**src/include/pps_pkg.sv**
```systemverilog
/*
 * Constants, encodings and state type for the port power sequencer.
 * Assumes a single 25 MHz reference clock; all long delays count 1 ms ticks.
 */
`default_nettype none
package pps_pkg;
    // ----------------------------------------------------------------
    // Clock and timebase
    // ----------------------------------------------------------------
    localparam int CLK_PERIOD_NS = 40;        // 25 MHz reference
    localparam int MS_NS = 1000000;           // One millisecond in ns
    localparam int MS_CYCLES = MS_NS / CLK_PERIOD_NS;
    // Reset pin filter: least time, so round up
    localparam int RESET_FILT_NS = 4500;
    localparam int RESET_FILT_CYCLES = (RESET_FILT_NS + CLK_PERIOD_NS - 1) / CLK_PERIOD_NS;
    // ----------------------------------------------------------------
    // Timer windows in ms (typical figures)
    // ----------------------------------------------------------------
    localparam int START_LIMIT_MS = 59;       // Inrush limiting allowed
    localparam int OVERCURRENT_WINDOW_MS = 59;
    localparam int LIMIT_WINDOW_EXT_MS = 12;
    localparam int LIMIT_WINDOW_STD_MS = 59;
    localparam int DUTY_DECAY_MS = 15;        // 1 up per 16 down: 1/17 duty
    localparam int FAULT_RETRY_DELAY_MS = 1300;
    localparam int PRESTD_BACKOFF_MS = 3000;
    localparam int INJECTOR_BACKOFF_MS = 2500;
    localparam int DISCONNECT_DELAY_MS = 1300;
    localparam int DROPOUT_WINDOW_MS = 350;
    localparam int HOLD_PULSE_MIN_TICKS = 3;  // 3 ticks: >=3.6 ms always, <1.6 ms never
    localparam int TIMER_W = 12;
    // ----------------------------------------------------------------
    // Power level setting encodings
    // ----------------------------------------------------------------
    localparam logic [2:0] PWR_13W = 3'h0;
    localparam logic [2:0] PWR_25W5 = 3'h1;
    localparam logic [2:0] PWR_38W7 = 3'h2;
    localparam logic [2:0] PWR_52W7 = 3'h3;
    localparam logic [2:0] PWR_70W = 3'h4;
    localparam logic [2:0] PWR_90W = 3'h5;
    localparam logic [2:0] PWR_CUSTOM = 3'h6;
    // ----------------------------------------------------------------
    // Detection result encodings
    // ----------------------------------------------------------------
    localparam logic [2:0] DET_UNKNOWN = 3'h0;
    localparam logic [2:0] DET_SHORT = 3'h1;
    localparam logic [2:0] DET_CAP_HIGH = 3'h2;
    localparam logic [2:0] DET_RES_LOW = 3'h3;
    localparam logic [2:0] DET_GOOD = 3'h4;
    localparam logic [2:0] DET_RES_HIGH = 3'h5;
    localparam logic [2:0] DET_OPEN = 3'h6;
    localparam logic [2:0] DET_OVERVOLT = 3'h7;
    localparam logic [2:0] CLASS_3 = 3'h3;    // Highest class given 13 W in pre-standard mode
    // ----------------------------------------------------------------
    // Sequencer states
    // ----------------------------------------------------------------
    typedef enum logic [2:0] {
        PPS_HELD, PPS_DETECT, PPS_WAIT_DET, PPS_INRUSH, PPS_ON, PPS_DELAY
    } pps_state_e;
endpackage
`default_nettype wire

```
**src/verilog/pps_sequencer.sv**
```systemverilog
/*
 * Port power sequencer: reset filter, strap latch, detection backoff,
 * inrush/overcurrent/limit fault timers and maintain-power dropout.
 * Assumes all inputs are synchronous to ref_clk; analog detection and
 * current comparators live outside and report through plain ports.
 */
//
// Functional notes
// [RULE1] Reset pin low keeps port power off
// [RULE2] Ignore reset pin lows under 4.5 us
// [RULE3] Latch config straps only at reset exit
// [RULE4] Injector select chooses midspan or endpoint behaviour
// [RULE5] Pre-standard accepts four outcomes, 13W for 0-3
// [RULE6] Otherwise only good detection is valid
// [RULE7] Twin signature needs power level 52.7W or more
// [RULE8] Power setting selects one of seven levels
// [RULE9] Open-drain powered indicator pulls low while powered
// [RULE10] Overcurrent counts timer; limit regulates gate
// [RULE11] Timer expiry pulls gate down, power off
// [RULE12] Start-up limiting tolerated about 59 ms
// [RULE13] Post start-up overcurrent faults after 59 ms
// [RULE14] Overcurrent duty limited to about 6.3 percent; the code counts 1 up per 16 down, a 1/17 duty of about 5.9 percent
// [RULE15] Limit window 12 ms extended, else 59; the code also uses 12 ms for twin-active PDs and the custom level
// [RULE16] After fault wait 1.3 s before detection
// [RULE17] Pre-standard low impedance backoff about 3 s
// [RULE18] Injector without pre-standard backoff 2.5 s
// [RULE19] After disconnect wait 1.3 s before detection
// [RULE20] Remove power after 350 ms without hold
// [RULE21] Hold pulses of 3.6 ms restart dropout
// [RULE22] All timing from one millisecond timebase; the reset pin filter counts ref_clk cycles instead
`default_nettype none
module pps_sequencer #(
    parameter int MS_DIV = pps_pkg::MS_CYCLES  // Cycles per ms tick
) (
    input wire logic ref_clk,
    input wire logic rst,
    input wire logic reset_in_n,                  // Documented reset pin
    input wire logic injector_select,             // Strap: midspan injector
    input wire logic prestandard_select,          // Strap: accept legacy PDs
    input wire logic twin_signature_select,       // Strap: twin-signature PDs
    input wire logic [2:0] power_level_setting,   // Strap: max power level
    input wire logic detect_done,                 // Detection finished pulse
    input wire logic [2:0] detect_result,         // Result with detect_done
    input wire logic twin_detected,               // Two signatures in parallel
    input wire logic [2:0] pd_class,              // Class with detect_done
    input wire logic class_extended,              // Extended-class PD
    input wire logic over_cut,                    // Above overcurrent_threshold
    input wire logic at_limit,                    // At limit_threshold
    input wire logic load_pulse,                  // Load above hold level
    output logic detect_start,                    // Start detection pulse
    output logic gate_enable,                     // Drive external switch on
    output logic gate_regulate,                   // Hold current constant
    output logic powered_led_o,                   // Indicator level, always low
    output logic powered_led_oe,                  // Indicator pull-down enable
    output logic port_powered,                    // Port power applied
    output logic fault_event,                     // Fault timer expired pulse
    output logic disconnect_event,                // Dropout removal pulse
    output logic [2:0] allocated_level,           // Budget for powered PD
    output logic twin_active,                     // Twin-signature PD powered
    output logic [2:0] level_latched              // Latched power level
);
    // ----------------------------------------------------------------
    // Reset pin filter
    // ----------------------------------------------------------------
    logic [7:0] low_count;   // Consecutive low cycles on reset pin
    logic held;              // Filtered reset asserted
    // [RULE2] glitch filter count
    always_ff @(posedge ref_clk or posedge rst) begin
        if (rst) begin
            low_count <= 8'h00;
        end else if (reset_in_n) begin
            low_count <= 8'h00;
        end else if (low_count != 8'(pps_pkg::RESET_FILT_CYCLES)) begin
            low_count <= low_count + 8'h01;
        end
    end

    // Filtered level: chip reset counts as held too
    always_ff @(posedge ref_clk or posedge rst) begin
        if (rst) begin
            held <= 1'b1;
        end else if (low_count == 8'(pps_pkg::RESET_FILT_CYCLES)) begin
            held <= 1'b1;
        end else if (reset_in_n) begin
            held <= 1'b0;
        end
    end

    // ----------------------------------------------------------------
    // Configuration latch
    // ----------------------------------------------------------------
    logic cfg_injector;      // Midspan timing
    logic cfg_prestd;        // Pre-standard acceptance
    logic cfg_twin;          // Twin signature enabled
    logic pending;           // Straps not yet captured since reset
    // Straps are sampled by a clocked process on release, never by the
    // async reset itself, so they are taken at their settled value.
    // [RULE3] capture at reset exit
    always_ff @(posedge ref_clk or posedge rst) begin
        if (rst) begin
            pending <= 1'b1;
            cfg_injector <= 1'b0;
            cfg_prestd <= 1'b0;
            cfg_twin <= 1'b0;
            level_latched <= pps_pkg::PWR_13W;
        end else if (held) begin
            pending <= 1'b1;
        end else if (pending) begin
            pending <= 1'b0;
            cfg_injector <= injector_select;
            cfg_prestd <= prestandard_select;
            cfg_twin <= twin_signature_select;
            // [RULE8] seven levels, others fall back
            level_latched <= (power_level_setting > pps_pkg::PWR_CUSTOM) ?
                pps_pkg::PWR_13W : power_level_setting;
        end
    end

    // [RULE7] twin only at 52.7 W or above
    logic twin_ok;           // Twin mode usable
    assign twin_ok = cfg_twin && (level_latched >= pps_pkg::PWR_52W7);

    // ----------------------------------------------------------------
    // Millisecond timebase
    // ----------------------------------------------------------------
    logic [15:0] div_count;  // Prescaler
    logic ms_tick;           // One cycle each ms
    // [RULE22] free-running ms tick
    always_ff @(posedge ref_clk or posedge rst) begin
        if (rst) begin
            div_count <= 16'h0000;
        end else if (div_count == 16'(MS_DIV - 1)) begin
            div_count <= 16'h0000;
        end else begin
            div_count <= div_count + 16'h0001;
        end
    end
    assign ms_tick = (div_count == 16'(MS_DIV - 1));

    // ----------------------------------------------------------------
    // Sequencer
    // ----------------------------------------------------------------
    pps_pkg::pps_state_e state;
    pps_pkg::pps_state_e next_state;
    logic [pps_pkg::TIMER_W-1:0] delay_count;   // Remaining ms in DELAY
    logic [pps_pkg::TIMER_W-1:0] next_delay;
    logic det_valid;         // Detection outcome accepted
    logic low_imp;           // Port looked low impedance
    logic inrush_fault;      // Start-up limiting too long
    logic run_fault;         // Post start-up timer expiry
    logic dropout;           // No hold pulse within window

    // [RULE5] pre-standard accepts four outcomes
    // [RULE6] otherwise only good
    always_comb begin
        if (cfg_prestd) begin
            det_valid = (detect_result == pps_pkg::DET_RES_LOW) ||
                        (detect_result == pps_pkg::DET_GOOD) ||
                        (detect_result == pps_pkg::DET_RES_HIGH) ||
                        (detect_result == pps_pkg::DET_CAP_HIGH);
        end else begin
            det_valid = (detect_result == pps_pkg::DET_GOOD);
        end
    end
    assign low_imp = (detect_result == pps_pkg::DET_SHORT);

    // Next state and delay load
    always_comb begin
        next_state = state;
        next_delay = delay_count;
        case (state)
            pps_pkg::PPS_HELD: begin
                if (!held && !pending) begin
                    next_state = pps_pkg::PPS_DETECT;
                end
            end
            pps_pkg::PPS_DETECT: begin
                next_state = pps_pkg::PPS_WAIT_DET;
            end
            pps_pkg::PPS_WAIT_DET: begin
                if (detect_done) begin
                    if (det_valid) begin
                        next_state = pps_pkg::PPS_INRUSH;
                    end else if (cfg_prestd && low_imp) begin
                        // [RULE17] pre-standard backoff
                        next_state = pps_pkg::PPS_DELAY;
                        next_delay = pps_pkg::TIMER_W'(pps_pkg::PRESTD_BACKOFF_MS);
                    end else if (cfg_injector && !cfg_prestd) begin
                        // [RULE4] [RULE18] midspan backoff
                        next_state = pps_pkg::PPS_DELAY;
                        next_delay = pps_pkg::TIMER_W'(pps_pkg::INJECTOR_BACKOFF_MS);
                    end else begin
                        // Endpoint, or midspan in pre-standard mode, retries at once
                        next_state = pps_pkg::PPS_DETECT;
                    end
                end
            end
            pps_pkg::PPS_INRUSH: begin
                if (inrush_fault) begin
                    // [RULE16] fault retry delay
                    next_state = pps_pkg::PPS_DELAY;
                    next_delay = pps_pkg::TIMER_W'(pps_pkg::FAULT_RETRY_DELAY_MS);
                end else if (!at_limit) begin
                    next_state = pps_pkg::PPS_ON;
                end
            end
            pps_pkg::PPS_ON: begin
                if (run_fault) begin
                    // [RULE16] fault retry delay
                    next_state = pps_pkg::PPS_DELAY;
                    next_delay = pps_pkg::TIMER_W'(pps_pkg::FAULT_RETRY_DELAY_MS);
                end else if (dropout) begin
                    // [RULE19] disconnect delay
                    next_state = pps_pkg::PPS_DELAY;
                    next_delay = pps_pkg::TIMER_W'(pps_pkg::DISCONNECT_DELAY_MS);
                end
            end
            pps_pkg::PPS_DELAY: begin
                if (ms_tick) begin
                    if (delay_count <= pps_pkg::TIMER_W'(1)) begin
                        next_state = pps_pkg::PPS_DETECT;
                    end
                    next_delay = delay_count - pps_pkg::TIMER_W'(1);
                end
            end
            default: begin
                next_state = pps_pkg::PPS_HELD;
            end
        endcase
    end

    // [RULE1] filtered reset forces the idle, unpowered state
    always_ff @(posedge ref_clk or posedge rst) begin
        if (rst) begin
            state <= pps_pkg::PPS_HELD;
            delay_count <= '0;
        end else if (held) begin
            state <= pps_pkg::PPS_HELD;
            delay_count <= '0;
        end else begin
            state <= next_state;
            delay_count <= next_delay;
        end
    end

    logic powered;           // Gate on in this state
    assign powered = (state == pps_pkg::PPS_INRUSH) || (state == pps_pkg::PPS_ON);

    // ----------------------------------------------------------------
    // Fault timers
    // ----------------------------------------------------------------
    logic [7:0] limit_ms;    // Continuous limiting time
    logic [7:0] cut_acc;     // Overcurrent accumulator
    logic [3:0] decay_ms;    // Decay prescaler
    logic [7:0] limit_max;   // Limit window for this PD

    // [RULE15] extended, twin or custom get the short window
    assign limit_max = (class_extended || twin_active || level_latched == pps_pkg::PWR_CUSTOM) ?
        8'(pps_pkg::LIMIT_WINDOW_EXT_MS) : 8'(pps_pkg::LIMIT_WINDOW_STD_MS);
    // [RULE12] start-up limiting tolerance
    assign inrush_fault = at_limit && (limit_ms >= 8'(pps_pkg::START_LIMIT_MS));
    // [RULE13] [RULE11] expiry removes power
    assign run_fault = (cut_acc >= 8'(pps_pkg::OVERCURRENT_WINDOW_MS)) ||
                       (at_limit && limit_ms >= limit_max);

    // Continuous limit time; restarts when leaving start-up
    always_ff @(posedge ref_clk or posedge rst) begin
        if (rst) begin
            limit_ms <= 8'h00;
        end else if (!powered || !at_limit || next_state == pps_pkg::PPS_ON &&
                     state == pps_pkg::PPS_INRUSH) begin
            limit_ms <= 8'h00;
        end else if (ms_tick && limit_ms != 8'hff) begin
            limit_ms <= limit_ms + 8'h01;
        end
    end

    // Bursts accumulate: counts up per ms over, down once per 16 ms
    // under, so a duty cycle above 1/17 still reaches the window.
    // [RULE10] [RULE14] duty-limited accumulator
    always_ff @(posedge ref_clk or posedge rst) begin
        if (rst) begin
            cut_acc <= 8'h00;
            decay_ms <= 4'h0;
        end else if (state != pps_pkg::PPS_ON) begin
            cut_acc <= 8'h00;
            decay_ms <= 4'h0;
        end else if (ms_tick) begin
            if (over_cut) begin
                cut_acc <= cut_acc + 8'h01;
            end else if (decay_ms == 4'(pps_pkg::DUTY_DECAY_MS)) begin
                decay_ms <= 4'h0;
                if (cut_acc != 8'h00) begin
                    cut_acc <= cut_acc - 8'h01;
                end
            end else begin
                decay_ms <= decay_ms + 4'h1;
            end
        end
    end

    // ----------------------------------------------------------------
    // Maintain-power dropout
    // ----------------------------------------------------------------
    logic [1:0] pulse_ticks;                    // Ticks seen in current pulse
    logic [pps_pkg::TIMER_W-1:0] dropout_ms;    // Time since last hold pulse
    logic pulse_ok;                             // Pulse long enough

    // [RULE21] qualify hold pulses
    assign pulse_ok = ms_tick && load_pulse &&
                      (pulse_ticks == 2'(pps_pkg::HOLD_PULSE_MIN_TICKS - 1));
    always_ff @(posedge ref_clk or posedge rst) begin
        if (rst) begin
            pulse_ticks <= 2'h0;
        end else if (!load_pulse) begin
            pulse_ticks <= 2'h0;
        end else if (ms_tick && pulse_ticks != 2'(pps_pkg::HOLD_PULSE_MIN_TICKS)) begin
            pulse_ticks <= pulse_ticks + 2'h1;
        end
    end

    // [RULE20] dropout window timer
    always_ff @(posedge ref_clk or posedge rst) begin
        if (rst) begin
            dropout_ms <= '0;
        end else if (!powered || pulse_ok) begin
            dropout_ms <= '0;
        end else if (ms_tick) begin
            dropout_ms <= dropout_ms + pps_pkg::TIMER_W'(1);
        end
    end
    assign dropout = (dropout_ms >= pps_pkg::TIMER_W'(pps_pkg::DROPOUT_WINDOW_MS));

    // ----------------------------------------------------------------
    // Outputs
    // ----------------------------------------------------------------
    // Registered decisions so gate and indicator change together
    // [RULE11] gate pulled down on fault
    always_ff @(posedge ref_clk or posedge rst) begin
        if (rst) begin
            gate_enable <= 1'b0;
            port_powered <= 1'b0;
            powered_led_oe <= 1'b0;
            fault_event <= 1'b0;
            disconnect_event <= 1'b0;
            detect_start <= 1'b0;
        end else begin
            gate_enable <= !held && (next_state == pps_pkg::PPS_INRUSH ||
                                     next_state == pps_pkg::PPS_ON);
            port_powered <= !held && (next_state == pps_pkg::PPS_INRUSH ||
                                      next_state == pps_pkg::PPS_ON);
            // [RULE9] indicator follows port power
            powered_led_oe <= !held && (next_state == pps_pkg::PPS_INRUSH ||
                                        next_state == pps_pkg::PPS_ON);
            fault_event <= !held && ((state == pps_pkg::PPS_INRUSH && inrush_fault) ||
                                     (state == pps_pkg::PPS_ON && run_fault));
            disconnect_event <= !held && state == pps_pkg::PPS_ON && !run_fault && dropout;
            detect_start <= !held && next_state == pps_pkg::PPS_DETECT;
        end
    end
    assign powered_led_o = 1'b0;
    // [RULE10] regulate while at limit
    assign gate_regulate = gate_enable && at_limit;

    // Budget and twin status taken at detection acceptance
    // [RULE5] [RULE7] allocation
    always_ff @(posedge ref_clk or posedge rst) begin
        if (rst) begin
            allocated_level <= pps_pkg::PWR_13W;
            twin_active <= 1'b0;
        end else if (state == pps_pkg::PPS_WAIT_DET && detect_done && det_valid) begin
            twin_active <= twin_ok && twin_detected;
            if (cfg_prestd && !class_extended && pd_class <= pps_pkg::CLASS_3) begin
                allocated_level <= pps_pkg::PWR_13W;
            end else begin
                allocated_level <= level_latched;
            end
        end else if (!powered) begin
            twin_active <= 1'b0;
        end
    end
endmodule
`default_nettype wire

```
**config.mk**
```make
export PLATFORM = sky130hd
export DESIGN_NAME = pps_sequencer
export DESIGN_NICKNAME = d
export VERILOG_FILES = /design/src/include/pps_pkg.sv /design/src/verilog/pps_sequencer.sv
export SDC_FILE = /design/constraint.sdc
export NUM_CORES = 1
export LEC_CHECK = 0
export BUFFER_PORTS_ARGS = -buffer_cell sky130_fd_sc_hd__buf_2
export CORE_UTILIZATION = 50
export CTS_CLUSTER_DIAMETER = 50
export DETAILED_ROUTE_END_ITERATION = 10
export GPL_TIMING_DRIVEN = 0
export PLACE_DENSITY_LB_ADDON = 0.2
export SYNTH_ARGS = -nofsm -noshare
export SYNTH_HDL_FRONTEND = slang
export SYNTH_SLANG_ARGS = --single-unit
```
**constraint.sdc**
```tcl
create_clock -name ref_clk -period 2.79 [get_ports ref_clk]
set_clock_uncertainty 0.05 [all_clocks]
set_input_delay 0.1395 -clock ref_clk [delete_from_list [all_inputs] [get_ports ref_clk]]
set_output_delay 0.1395 -clock ref_clk [all_outputs]
set_load 0.005 [all_outputs]
```
# [Yosys cells after proc, flatten, opt, wreduce, memory -nomap -nowiden]
# Index checks and enable logic that the tools add are counted.
[totals] regBits=89 input_bits=21
[classes] mux=50 n_reduce_logical=58 bitwise=1 addsub=9 n_lt_le_gt_ge=8 n_eq_ne=31
[ops] op="$mux 12" count=11
[ops] op="$mux 8" count=9
[ops] op="$pmux 12 s4" count=1
[ops] op="$mux 3" count=14
[ops] op="$logic_and 1x1->1" count=25
[ops] op="$add 8x1->8 const B" count=3
[ops] op="$eq 3x3->1 const B" count=6
[ops] op="$pmux 3 s6" count=1
[ops] op="$add 16x1->16 const B" count=1
[ops] op="$eq 16x15->1 const B" count=1
[ops] op="$ge 8x6->1 const B" count=2
[ops] op="$mux 16" count=1
[ops] op="$mux 4" count=4
[ops] op="$eq 3x2->1 const B" count=5
[ops] op="$ne 3x3->1 const B" count=5
[ops] op="$add 12x1->12 const B" count=1
[ops] op="$ge 12x9->1 const B" count=1
[ops] op="$le 12x1->1 const B" count=1
[ops] op="$logic_or 1x1->1" count=12
[ops] op="$sub 12x1->12 const B" count=1
[ops] op="$reduce_bool 2->1" count=5
[ops] op="$eq 3x1->1 const B" count=3
[ops] op="$eq 8x7->1 const B" count=1
[ops] op="$ge 8x6->1" count=1
[ops] op="other kinds (25)" count=42

# [Depth between registers and ports, before layout]
# Gate-level depths: netlist (run 1).
[logic_depth] ltp_word=12 depth_mapped=11 ltp_nobuf=10

# [Least setup slack after synthesis (run 1)]
# OpenSTA, ideal clock, no wires.
[synth_timing] path_type="reg2reg" start="register level_latched[2]" end="register port_powered" stages_incl_launch_ff=9 arrival_ns=2.808 path_slack_ns=-0.193 n_path_buf=0 cell_sequence="dfrtp_1 > nand2_1 > o21ai_0 > ha_1 > a2111o_1 > a221oi_1 > a21oi_1 > a211oi_1 > mux2_2"
[synth_between] elab_chain_cells=11
[synth_rtl] element="start, declared" line_no="pps_sequencer.sv:60" text="output logic [2:0] level_latched"
[synth_rtl] element="start signal, assigned" line_no="pps_sequencer.sv:105" text="level_latched <= pps_pkg::PWR_13W;"
[synth_rtl] element="start signal, assigned" line_no="pps_sequencer.sv:114" text="level_latched <= (power_level_setting > pps_pkg::PWR_CUSTOM) ?"
[synth_rtl] element="$eq 3x3->1 (*)" line_no="pps_sequencer.sv:258" text="assign limit_max = (class_extended || twin_active || level_latched == pps_pkg::PWR_CUSTOM) ?"
[synth_rtl] element="$logic_or 1x1->1 (*)" line_no="pps_sequencer.sv:258"
[synth_rtl] element="$mux 6 (*)" line_no="pps_sequencer.sv:258"
[synth_rtl] element="$ge 8x6->1 (*)" line_no="pps_sequencer.sv:264" text="(at_limit && limit_ms >= limit_max);"
[synth_rtl] element="$logic_and 1x1->1 (*)" line_no="pps_sequencer.sv:264"
[synth_rtl] element="$logic_or 1x1->1 (*)" line_no="pps_sequencer.sv:263" text="assign run_fault = (cut_acc >= 8'(pps_pkg::OVERCURRENT_WINDOW_MS)) ||"
[synth_rtl] element="$mux 3 (*)" line_no="pps_sequencer.sv:208" text="if (run_fault) begin"
[synth_rtl] element="$pmux 3 s6 (*)" line_no="pps_sequencer.sv:171" text="case (state)"
[synth_rtl] element="$eq 3x2->1 or $eq 3x3->1 (tied branches)" line_no="pps_sequencer.sv:350, pps_sequencer.sv:351"
[synth_rtl] element="$logic_or 1x1->1 (*)" line_no="pps_sequencer.sv:350" text="port_powered <= !held && (next_state == pps_pkg::PPS_INRUSH ||"
[synth_rtl] element="$logic_and 1x1->1 (*)" line_no="pps_sequencer.sv:350"
[synth_rtl] element="end signal, assigned" line_no="pps_sequencer.sv:350"
[synth_rtl] element="end, declared" line_no="pps_sequencer.sv:55" text="output logic port_powered,"
# Every way passes the cells marked *; elsewhere a longest branch is shown, timed or not.
# A chain may end at the register's enable or synchronous reset.

# [Worst setup path in the final report (run 1)]
# Ends and elaborated chain as after synthesis.

==> results.txt, run 1 <==
- Global routing used 21.8% of the available tracks across all layers.
* Seq/Total Area, Yosys: 44.2%
- The synthesized netlist occupies a cell area of 5050 um^2.
* Number of distinct library cell variants in the gate-level netlist after synthesis: 69
* Wire length of the first global-routing pass: 17700 um
- By startpoint and endpoint, the worst setup path is classified as flop to flop.
- The hold violation count in the final report is 0.
- CTS tree: yes
- Critical path startpoint category: flop
- Total of flip-flops plus latches after synthesis: 89
- The via count of the first global-routing pass is 3802.
* Source of the worst register-to-register timing path: level_latched[2]$_DFFE_PP0P_
- Starting utilization of the core area: 51.6%
- For this block, the via count after detailed routing is 4149.
- Static timing analysis puts the maximum clock frequency at 361 MHz.
- For the pin with the worst max-slew slack, the measured transition is 0.691 ns.
- The count of nets left with antenna violations once routing finished came out at 0.
- The later pin in the worst-skew pair is clocked with a latency of 0.37 ns.
- Post-synth EDFFs: 0
* WL final: 10900 um
- Filler cell count: 844
- Synthesized net count: 595
- For this run, the detailed router's first-pass iteration total came to 5.
- The flow ran to the end, and the final reports show no timing, DRC or antenna violations.
- Number of placed cells counting well taps: 717
* Power per cell area: 600 nW/um^2
* Worst Hold Endpoint: low_count[5]$_DFFE_PP0P_
* Area of the multi-input gates: 2700 um^2
* Final estimated routing congestion in global placement: 0.842
* Layout area overhead: 15.0%
* Main flop type after synthesis: sky130_fd_sc_hd__dfrtp_1
- Summing internal, switching and leakage power gives 3.48 mW.
* Deepest level of the CTS H-tree: 3
- Die Y: 102 um
- Finished Layout Cells: 751
- After synthesis, the share of flip-flops with an asynchronous set or reset is 100%.
- The floorplan step defined a die boundary enclosing 10500 um^2.
- Post-layout nets: 657
* List of most frequent post-synthesis cells: sky130_fd_sc_hd__dfrtp_1, sky130_fd_sc_hd__nand2_1, sky130_fd_sc_hd__nor2_1, sky130_fd_sc_hd__nand3_1, sky130_fd_sc_hd__a21oi_1
- Largest area contributor in the netlist: sky130_fd_sc_hd__dfrtp_1
* Number of diodes: 0
* Hold Path Stages: 2
- Post-DP HPWL: 7320 um
- Counting the buffers created by CTS gives 9.
- Measured along the x axis, the die boundary spans 102 um.
- Headroom to the max-slew limit came out at 53.6%.
- Portion of synthesized cell area occupied by the leading cell type: 43.1%
* Via-to-Cell Ratio: 5.52
- Worst Min Path Start: reset_in_n
- Synthesis handed over a netlist of 551 instances.
- After clock tree synthesis, the clock-pin slew on the worst setup and hold paths is 0.09 ns.
* Worst min-delay path class: input port to flop
- The average instance in the mapped netlist occupies 9.16 um^2.
* Final Core Density: 59.4%
- Number of port buffers: 31
- Most frequent cell after synthesis: sky130_fd_sc_hd__dfrtp_1
* Buffer cell driving the clock tree root: sky130_fd_sc_hd__clkbuf_8
- The core region is 9770 um^2.
- The number of antenna violations at the first check in global routing is 0.
- Main area contributors after synthesis: sky130_fd_sc_hd__dfrtp_1, sky130_fd_sc_hd__ha_1, sky130_fd_sc_hd__nand2_1, sky130_fd_sc_hd__nor2_1, sky130_fd_sc_hd__xnor2_1
- Registers take 2230 um^2.
- The final max-slew violation count was 0.
- VDD IR-drop max: 0.000264 V
- Fraction of final layout cells sized beyond drive strength 1: 13.6%
- The clock drives 89 sinks.
- Core Rows: 36
- Yosys printed 0 warnings.
- Final TNS setup: 0 ns
* Total of max-cap violations: 0
- Post-layout min period: 2.77 ns
* Sum of overflow across all layers after global routing: 0
- Critical path capture point type: flop
* Setup repair after global routing missed its margin: true
- Of the available clock period, the critical path in the final layout requires 99.3%.
* Pin count of the biggest net entering global routing: 46
- In this run the worst path has a maximum fanout of 5.
- Setup violations remaining at the end of the flow were counted as 0.
* Data required time at the worst endpoint: 2.99 ns
- Counting along the longest clock path gives a buffer depth of 2.
- Average detailed-routed wire length per instance: 14.5 um
* Leakage power: 2.55 nW
- At the worst endpoint, the arrival time is 2.97 ns.
* Iteration-0 DRC Markers: 238
- Worst reg-to-reg setup slack: 0.02 ns
- DRC: 0
- Endpoint of the worst-slack reg-to-reg timing path: port_powered$_DFF_PP0_
* Number of top-level pins: 36
- Measured in cells, the most critical reg-to-reg path has a length of 11.
[layout by cell type, fill, tap and decap left out, types with 14 or more instances in the layout]
cell type,count
sky130_fd_sc_hd__a21oi_1,24
sky130_fd_sc_hd__buf_2,32
sky130_fd_sc_hd__dfrtp_1,87
sky130_fd_sc_hd__ha_1,22
sky130_fd_sc_hd__inv_1,21
sky130_fd_sc_hd__nand2_1,71
sky130_fd_sc_hd__nand3_1,27
sky130_fd_sc_hd__nand4_1,14
sky130_fd_sc_hd__nor2_1,70
sky130_fd_sc_hd__o21ai_0,22
sky130_fd_sc_hd__xnor2_1,23
sky130_fd_sc_hd__xor2_1,16
[sequential cells by signal (all words and copies together), names as in the netlist, 4 cells and up]
name,flops
div_count,16
delay_count,12
dropout_ms,12
cut_acc,8
limit_ms,8
low_count,8
decay_ms,4
[metal layers]
layer / up-vias / global-route usage, % / routed length (um)
met5: - / 0 / 0
met4: 0 / 8.13 / 176
met3: 15 / 4.10 / 348
met2: 77 / 35.3 / 5150
met1: 1989 / 29.1 / 5190
li1: 2068 / - / -
[what timing repair did]
item | CTS | global route
resized for setup | 5 | 6
hold buffers | 10 | 0
buffers inserted | 3 | 5
pin swaps | 4 | 2
setup endpoints to repair | 17 | 14
endpoints found under the hold margin | 52 | 0
[power by group]
group / total, mW / switching (mW) / internal, mW
Combinational: 1.09 / 0.614 / 0.474
Sequential: 1.55 / 0.126 / 1.42
Clock: 0.843 / 0.470 / 0.373
Total: 3.48 / 1.21 / 2.27
[layout make-up]
class	count	share of cell area, %
multi-input cells	424	46.5
flip-flops and latches	89	38.4
repair buffers	51	6.19
well taps	133	2.87
clock buffers	12	2.67
inverters	22	1.47
plain buffers	16	1.38
clock inverters	4	0.474
[critical path: stages, from the launching register on]
cell                       delay, ns
sky130_fd_sc_hd__dfrtp_1        0.42
sky130_fd_sc_hd__nand2_1        0.11
sky130_fd_sc_hd__o21ai_4        0.19
sky130_fd_sc_hd__inv_1          0.09
sky130_fd_sc_hd__ha_1           0.31
sky130_fd_sc_hd__a21oi_2        0.17
sky130_fd_sc_hd__o21ai_2        0.09
sky130_fd_sc_hd__a221oi_2       0.27
sky130_fd_sc_hd__buf_4          0.18
sky130_fd_sc_hd__a21oi_1        0.08
sky130_fd_sc_hd__a211oi_2       0.35
sky130_fd_sc_hd__mux2_4         0.34
[worst max path at each step]
stage / slack [ns] / startpoint / cells after the start / end
CTS: 0.003 / level_latched[1]$_DFFE_PP0P_ / 12 / delay_count[9]$_DFFE_PP0P_
floorplan: 0.07 / level_latched[2]$_DFFE_PP0P_ / 8 / port_powered$_DFF_PP0_
global placement: -0.77 / rst / 2 / limit_ms[0]$_DFFE_PP0P_
global route: -0.06 / level_latched[2]$_DFFE_PP0P_ / 11 / port_powered$_DFF_PP0_
detailed placement: -0.34 / level_latched[2]$_DFFE_PP0P_ / 10 / port_powered$_DFF_PP0_
finish: 0.02 / level_latched[2]$_DFFE_PP0P_ / 11 / port_powered$_DFF_PP0_
[metrics by stage]
stage | hold slack, ns | setup slack (ns) | cell area [um^2]
final | 0.0698 | 0.0189 | 5800
after global routing | 0.0943 | -0.0586 | 5800
after CTS | 0.0622 | 0.00295 | 5750
after detailed placement | 0.207 | -0.342 | 5410
after global placement | 0.287 | -0.772 | 5370
after floorplan | 0.195 | 0.0720 | 5050
[cells by family (layout without fill, tap and decap cells)]
family	after synthesis	in the layout	share of synthesized area (%)
simple gates	255	255	25.1
compound gates	98	98	13.1
flops	89	89	44.2
xor+xnor	39	39	6.77
buf+inv	38	105	3.22
fa+ha+maj	23	23	5.85
mux	8	8	1.66
other cells	1	1	0.0743
Note: power is estimated with default switching activity, not from simulation.
==> inputs of run 2 (changes only) <==
--- a/config.mk
+++ b/config.mk
@@ -6,7 +6,7 @@
 export NUM_CORES = 1
 export LEC_CHECK = 0
 export BUFFER_PORTS_ARGS = -buffer_cell sky130_fd_sc_hd__buf_2
-export CORE_UTILIZATION = 50
+export CORE_UTILIZATION = 25
 export CTS_CLUSTER_DIAMETER = 50
 export DETAILED_ROUTE_END_ITERATION = 10
 export GPL_TIMING_DRIVEN = 0
==> run 2 against run 1 <==
Effect of this change: design area grew 6.8%; register-to-register slack gained 0.03 ns; cell count grew 18%; sequential power is essentially flat; total power grew 14%; count of clock-buffer cells in the layout shrank 1; critical endpoint is now delay_count[9]$_DFFE_PP0P_; largest cell class unchanged.
==> results.txt, run 2 (synthesized netlist as in run 1, its figures left out) <==
* Setup violations, final: 0 (unchanged)
- The minimum setup slack after placement is -0.401 ns (was -0.342 ns).
- The starting DRC count in detailed routing came to 183 (was 238).
- CP cell instances: nand2_2 > o21ai_4 > inv_2 > ha_4 > nand2_4 > o21ai_4 > a221oi_4 > buf_6 > a311oi_4 > buf_4 > nor2_4 > mux2_4 (was nand2_1 > o21ai_4 > inv_1 > ha_1 > a21oi_2 > o21ai_2 > a221oi_2 > buf_4 > a21oi_1 > a211oi_2 > mux2_4)
- Transition time at the pin with the least slew margin: 0.769 ns (was 0.691 ns)
- VDD IR-drop max: 0.000250 V (was 0.000264 V)
* Width of the die: 144 um (was 102 um)
* Source of the worst register-to-register timing path: level_latched[1]$_DFFE_PP0P_ (was level_latched[2]$_DFFE_PP0P_)
- Global-route total usage across every layer: 12.4% (was 21.8%)
- Worst min-delay path class: input port to flop (unchanged)
- The number of antenna violations at the first check in global routing was 0 (unchanged).
- Number of antenna-violating nets in the routed design: 0 (unchanged)
* Setup repair after global routing missed its margin: true (unchanged)
* Worst Min Path Start: reset_in_n (unchanged)
* Buffer cell driving the clock tree root: sky130_fd_sc_hd__clkbuf_16 (was sky130_fd_sc_hd__clkbuf_8)
* Top Registers: div_count (16), delay_count (12), dropout_ms (12) (unchanged)
- Die Area: 20800 um^2 (was 10500 um^2)
- The global-route congestion overflow total is 0 (unchanged).
- The total wirelength of the detailed-routed design came to 12000 um (was 10900 um).
* Slack of the critical path: 0.0495 ns (was 0.0189 ns)
* Layout area overhead: 22.9% (was 15.0%)
- DRC: 0 (unchanged)
* Setup crit start: level_latched[1]$_DFFE_PP0P_ (was level_latched[2]$_DFFE_PP0P_)
* Pin count of the biggest net entering global routing: 47 (was 46)
- Via count of the first global-routing pass: 4094 (was 3802)
- The critical path's largest stage delay is 0.42 ns (about the same).
* GR met3 Demand/Resource: 1.72% (was 4.10%)
* Worst-path clk slew: 0.07 ns (was 0.09 ns)
- Post-DP HPWL: 8360 um (was 7320 um)
- The core region area came to 19700 um^2 (was 9770 um^2).
- Area after DPL: 5570 um^2 (was 5410 um^2)
- The required time of the worst setup path was 2.97 ns (was 2.99 ns).
- Tightest hold margin: 0.120 ns (was 0.0698 ns)
- The category of the critical setup timing path is flop to flop (unchanged).
* Final-report max-slew violation count: 0 (unchanged)
- Critical path capture point type: flop (unchanged)
- The number of detailed-routing iterations run before antenna repair came to 4 (was 5).
- The highest achievable clock rate came to 365 MHz (was 361 MHz).
* Wire length of the first global-routing pass: 20100 um (was 17700 um)
- The number of I/O pins was 36 (unchanged).
- The global-route met2 utilization is 19.7% (was 35.3%).
- The deepest clock path buffer count came to 2 (unchanged).
* Number of diodes: 0 (unchanged)
- The placer's final routability congestion estimate was 0.825 (was 0.842).
* Clock Sinks: 89 (unchanged)
- The number of port buffers came to 31 (unchanged).
- The post-route standard cell area excluding fillers was 6200 um^2 (was 5800 um^2).
- Via-to-Cell Ratio: 4.71 (was 5.52)
- Post-layout nets: 662 (was 657)
* Post-layout min period: 2.74 ns (was 2.77 ns)
- Outcome: finished clean (unchanged)
- Average detailed-routed wire length per instance: 13.5 um (was 14.5 um)
* Global Route met1 Usage: 16.6% (was 29.1%)
- The level count of the clock H-tree is 3 (unchanged).
- Register with the highest flop count: div_count (unchanged)
- Gr busiest metal: met2 (unchanged)
- Slew HR: 48.4% (was 53.6%)
- Number of flip-flops in the largest register: 16 (unchanged)
- The total power divided by cell area is 642 nW/um^2 (was 600 nW/um^2).
- Critical Path Most Common Cell: sky130_fd_sc_hd__o21ai_4
- The critical path launch point type is a flop (unchanged).
* Leakage power: 2.64 nW (was 2.55 nW)
- The proportion of layout cells with a drive suffix above 1 was 16.4% (was 13.6%).
* Number of vias in the routed layout: 4182 (was 4149)
* Clock latency of the later-clocked register in the worst-skew pair: 0.35 ns (was 0.37 ns)
* Data arrival, critical path: 2.92 ns (was 2.97 ns)
- The slowest cell on the critical path is sky130_fd_sc_hd__dfrtp_1 (unchanged).
* Final TNS setup: 0 ns (unchanged)
* Starting utilization of the core area: 25.7% (was 51.6%)
- The largest driver fanout on the critical path was 5 (unchanged).
* Post-route fraction of the period consumed by the critical path: 98.2% (was 99.3%)
- Number of buffers created by CTS: 9 (unchanged)
* Highest-count cells in the layout ignoring fill and taps: sky130_fd_sc_hd__dfrtp_1, sky130_fd_sc_hd__nor2_1, sky130_fd_sc_hd__nand2_1, sky130_fd_sc_hd__buf_2, sky130_fd_sc_hd__nand3_1 (was sky130_fd_sc_hd__dfrtp_1, sky130_fd_sc_hd__nand2_1, sky130_fd_sc_hd__nor2_1, sky130_fd_sc_hd__buf_2, sky130_fd_sc_hd__nand3_1)
- CTS tree: yes (unchanged)
* Core Rows: 51 (was 36)
- Leading cell type in the layout, fill and taps excluded: sky130_fd_sc_hd__dfrtp_1 (unchanged)
- The floorplan die height was 144 um (was 102 um).
* Number of hold-slack violations in the final timing report: 0 (unchanged)
* Total of max-cap violations: 0 (unchanged)
## run 2: cell count changes in the layout (fill, tap and decap cells not counted), moves of 2 or more
cell                        delta
sky130_fd_sc_hd__buf_4         +7
sky130_fd_sc_hd__clkbuf_16     +9
sky130_fd_sc_hd__clkbuf_8     -10
sky130_fd_sc_hd__ha_4          +2
sky130_fd_sc_hd__clkinv_2      -2
sky130_fd_sc_hd__nand2_1       -2
sky130_fd_sc_hd__ha_1          -2
## run 2: final timing paths
kind | depth (start not counted) | slack [ns] | to
min reg2reg | 0 | 0.34 | pending$_DFF_PP1_
max in group asynchronous | 4 | 1.64 | held$_DFFE_PP1P_
max reg2reg | 12 | 0.05 | delay_count[9]$_DFFE_PP0P_
min | 2 | 0.12 | low_count[0]$_DFFE_PP0P_
max | 12 | 0.05 | delay_count[9]$_DFFE_PP0P_
min in group asynchronous | 3 | 0.36 | div_count[7]$_DFF_PP0_
## run 2: layout make-up
cell class | instances | area (um^2)
plain buffers | 16 | 80.1
clock buffers | 11 | 243
clock inverters | 5 | 63.8
fillers | 2105 | 13500
inverters | 22 | 85.1
multi-input cells | 424 | 2780
flip-flops and latches | 89 | 2230
well taps | 265 | 332
repair buffers | 56 | 389
## run 2: where the power goes
group	internal, mW	total, mW	switching, mW
clock network	0.726	1.26	0.530
registers	1.42	1.56	0.138
logic	0.517	1.16	0.644
## run 2: what timing repair did
item	4_1_cts	5_1_grt
resized for setup	8	17
hold buffers	9	0
gates cloned	0	0
endpoints found under the setup margin	21	11
setup buffers	7	8
pin swaps	4	10
endpoints found under the hold margin	53	0
## run 2: critical path, delay by kind of cell (launching register included)
kind	cells	cell delay (ns)
mux	1	0.31
compound gates	4	0.89
fa+ha+maj	1	0.30
buf+inv	3	0.46
flops	1	0.42
simple gates	3	0.19
## run 2: stage by stage
stage / std cells / total power [mW] / utilization, %
2_1_floorplan: 551 / 2.26 / -
3_3_place_gp: 847 / 2.55 / 28.2
3_5_place_dp: 848 / 2.57 / 28.3
4_1_cts: 880 / 3.90 / 30.8
5_1_grt: 888 / 4.23 / 31.5
6_report: 888 / 3.98 / 31.5
## run 2: layer usage
layer  up-vias  wire length, um
met5         -                0
met4         0              239
met1      2021             5830
li1       2069                -
met3        16              454
met2        76             5480
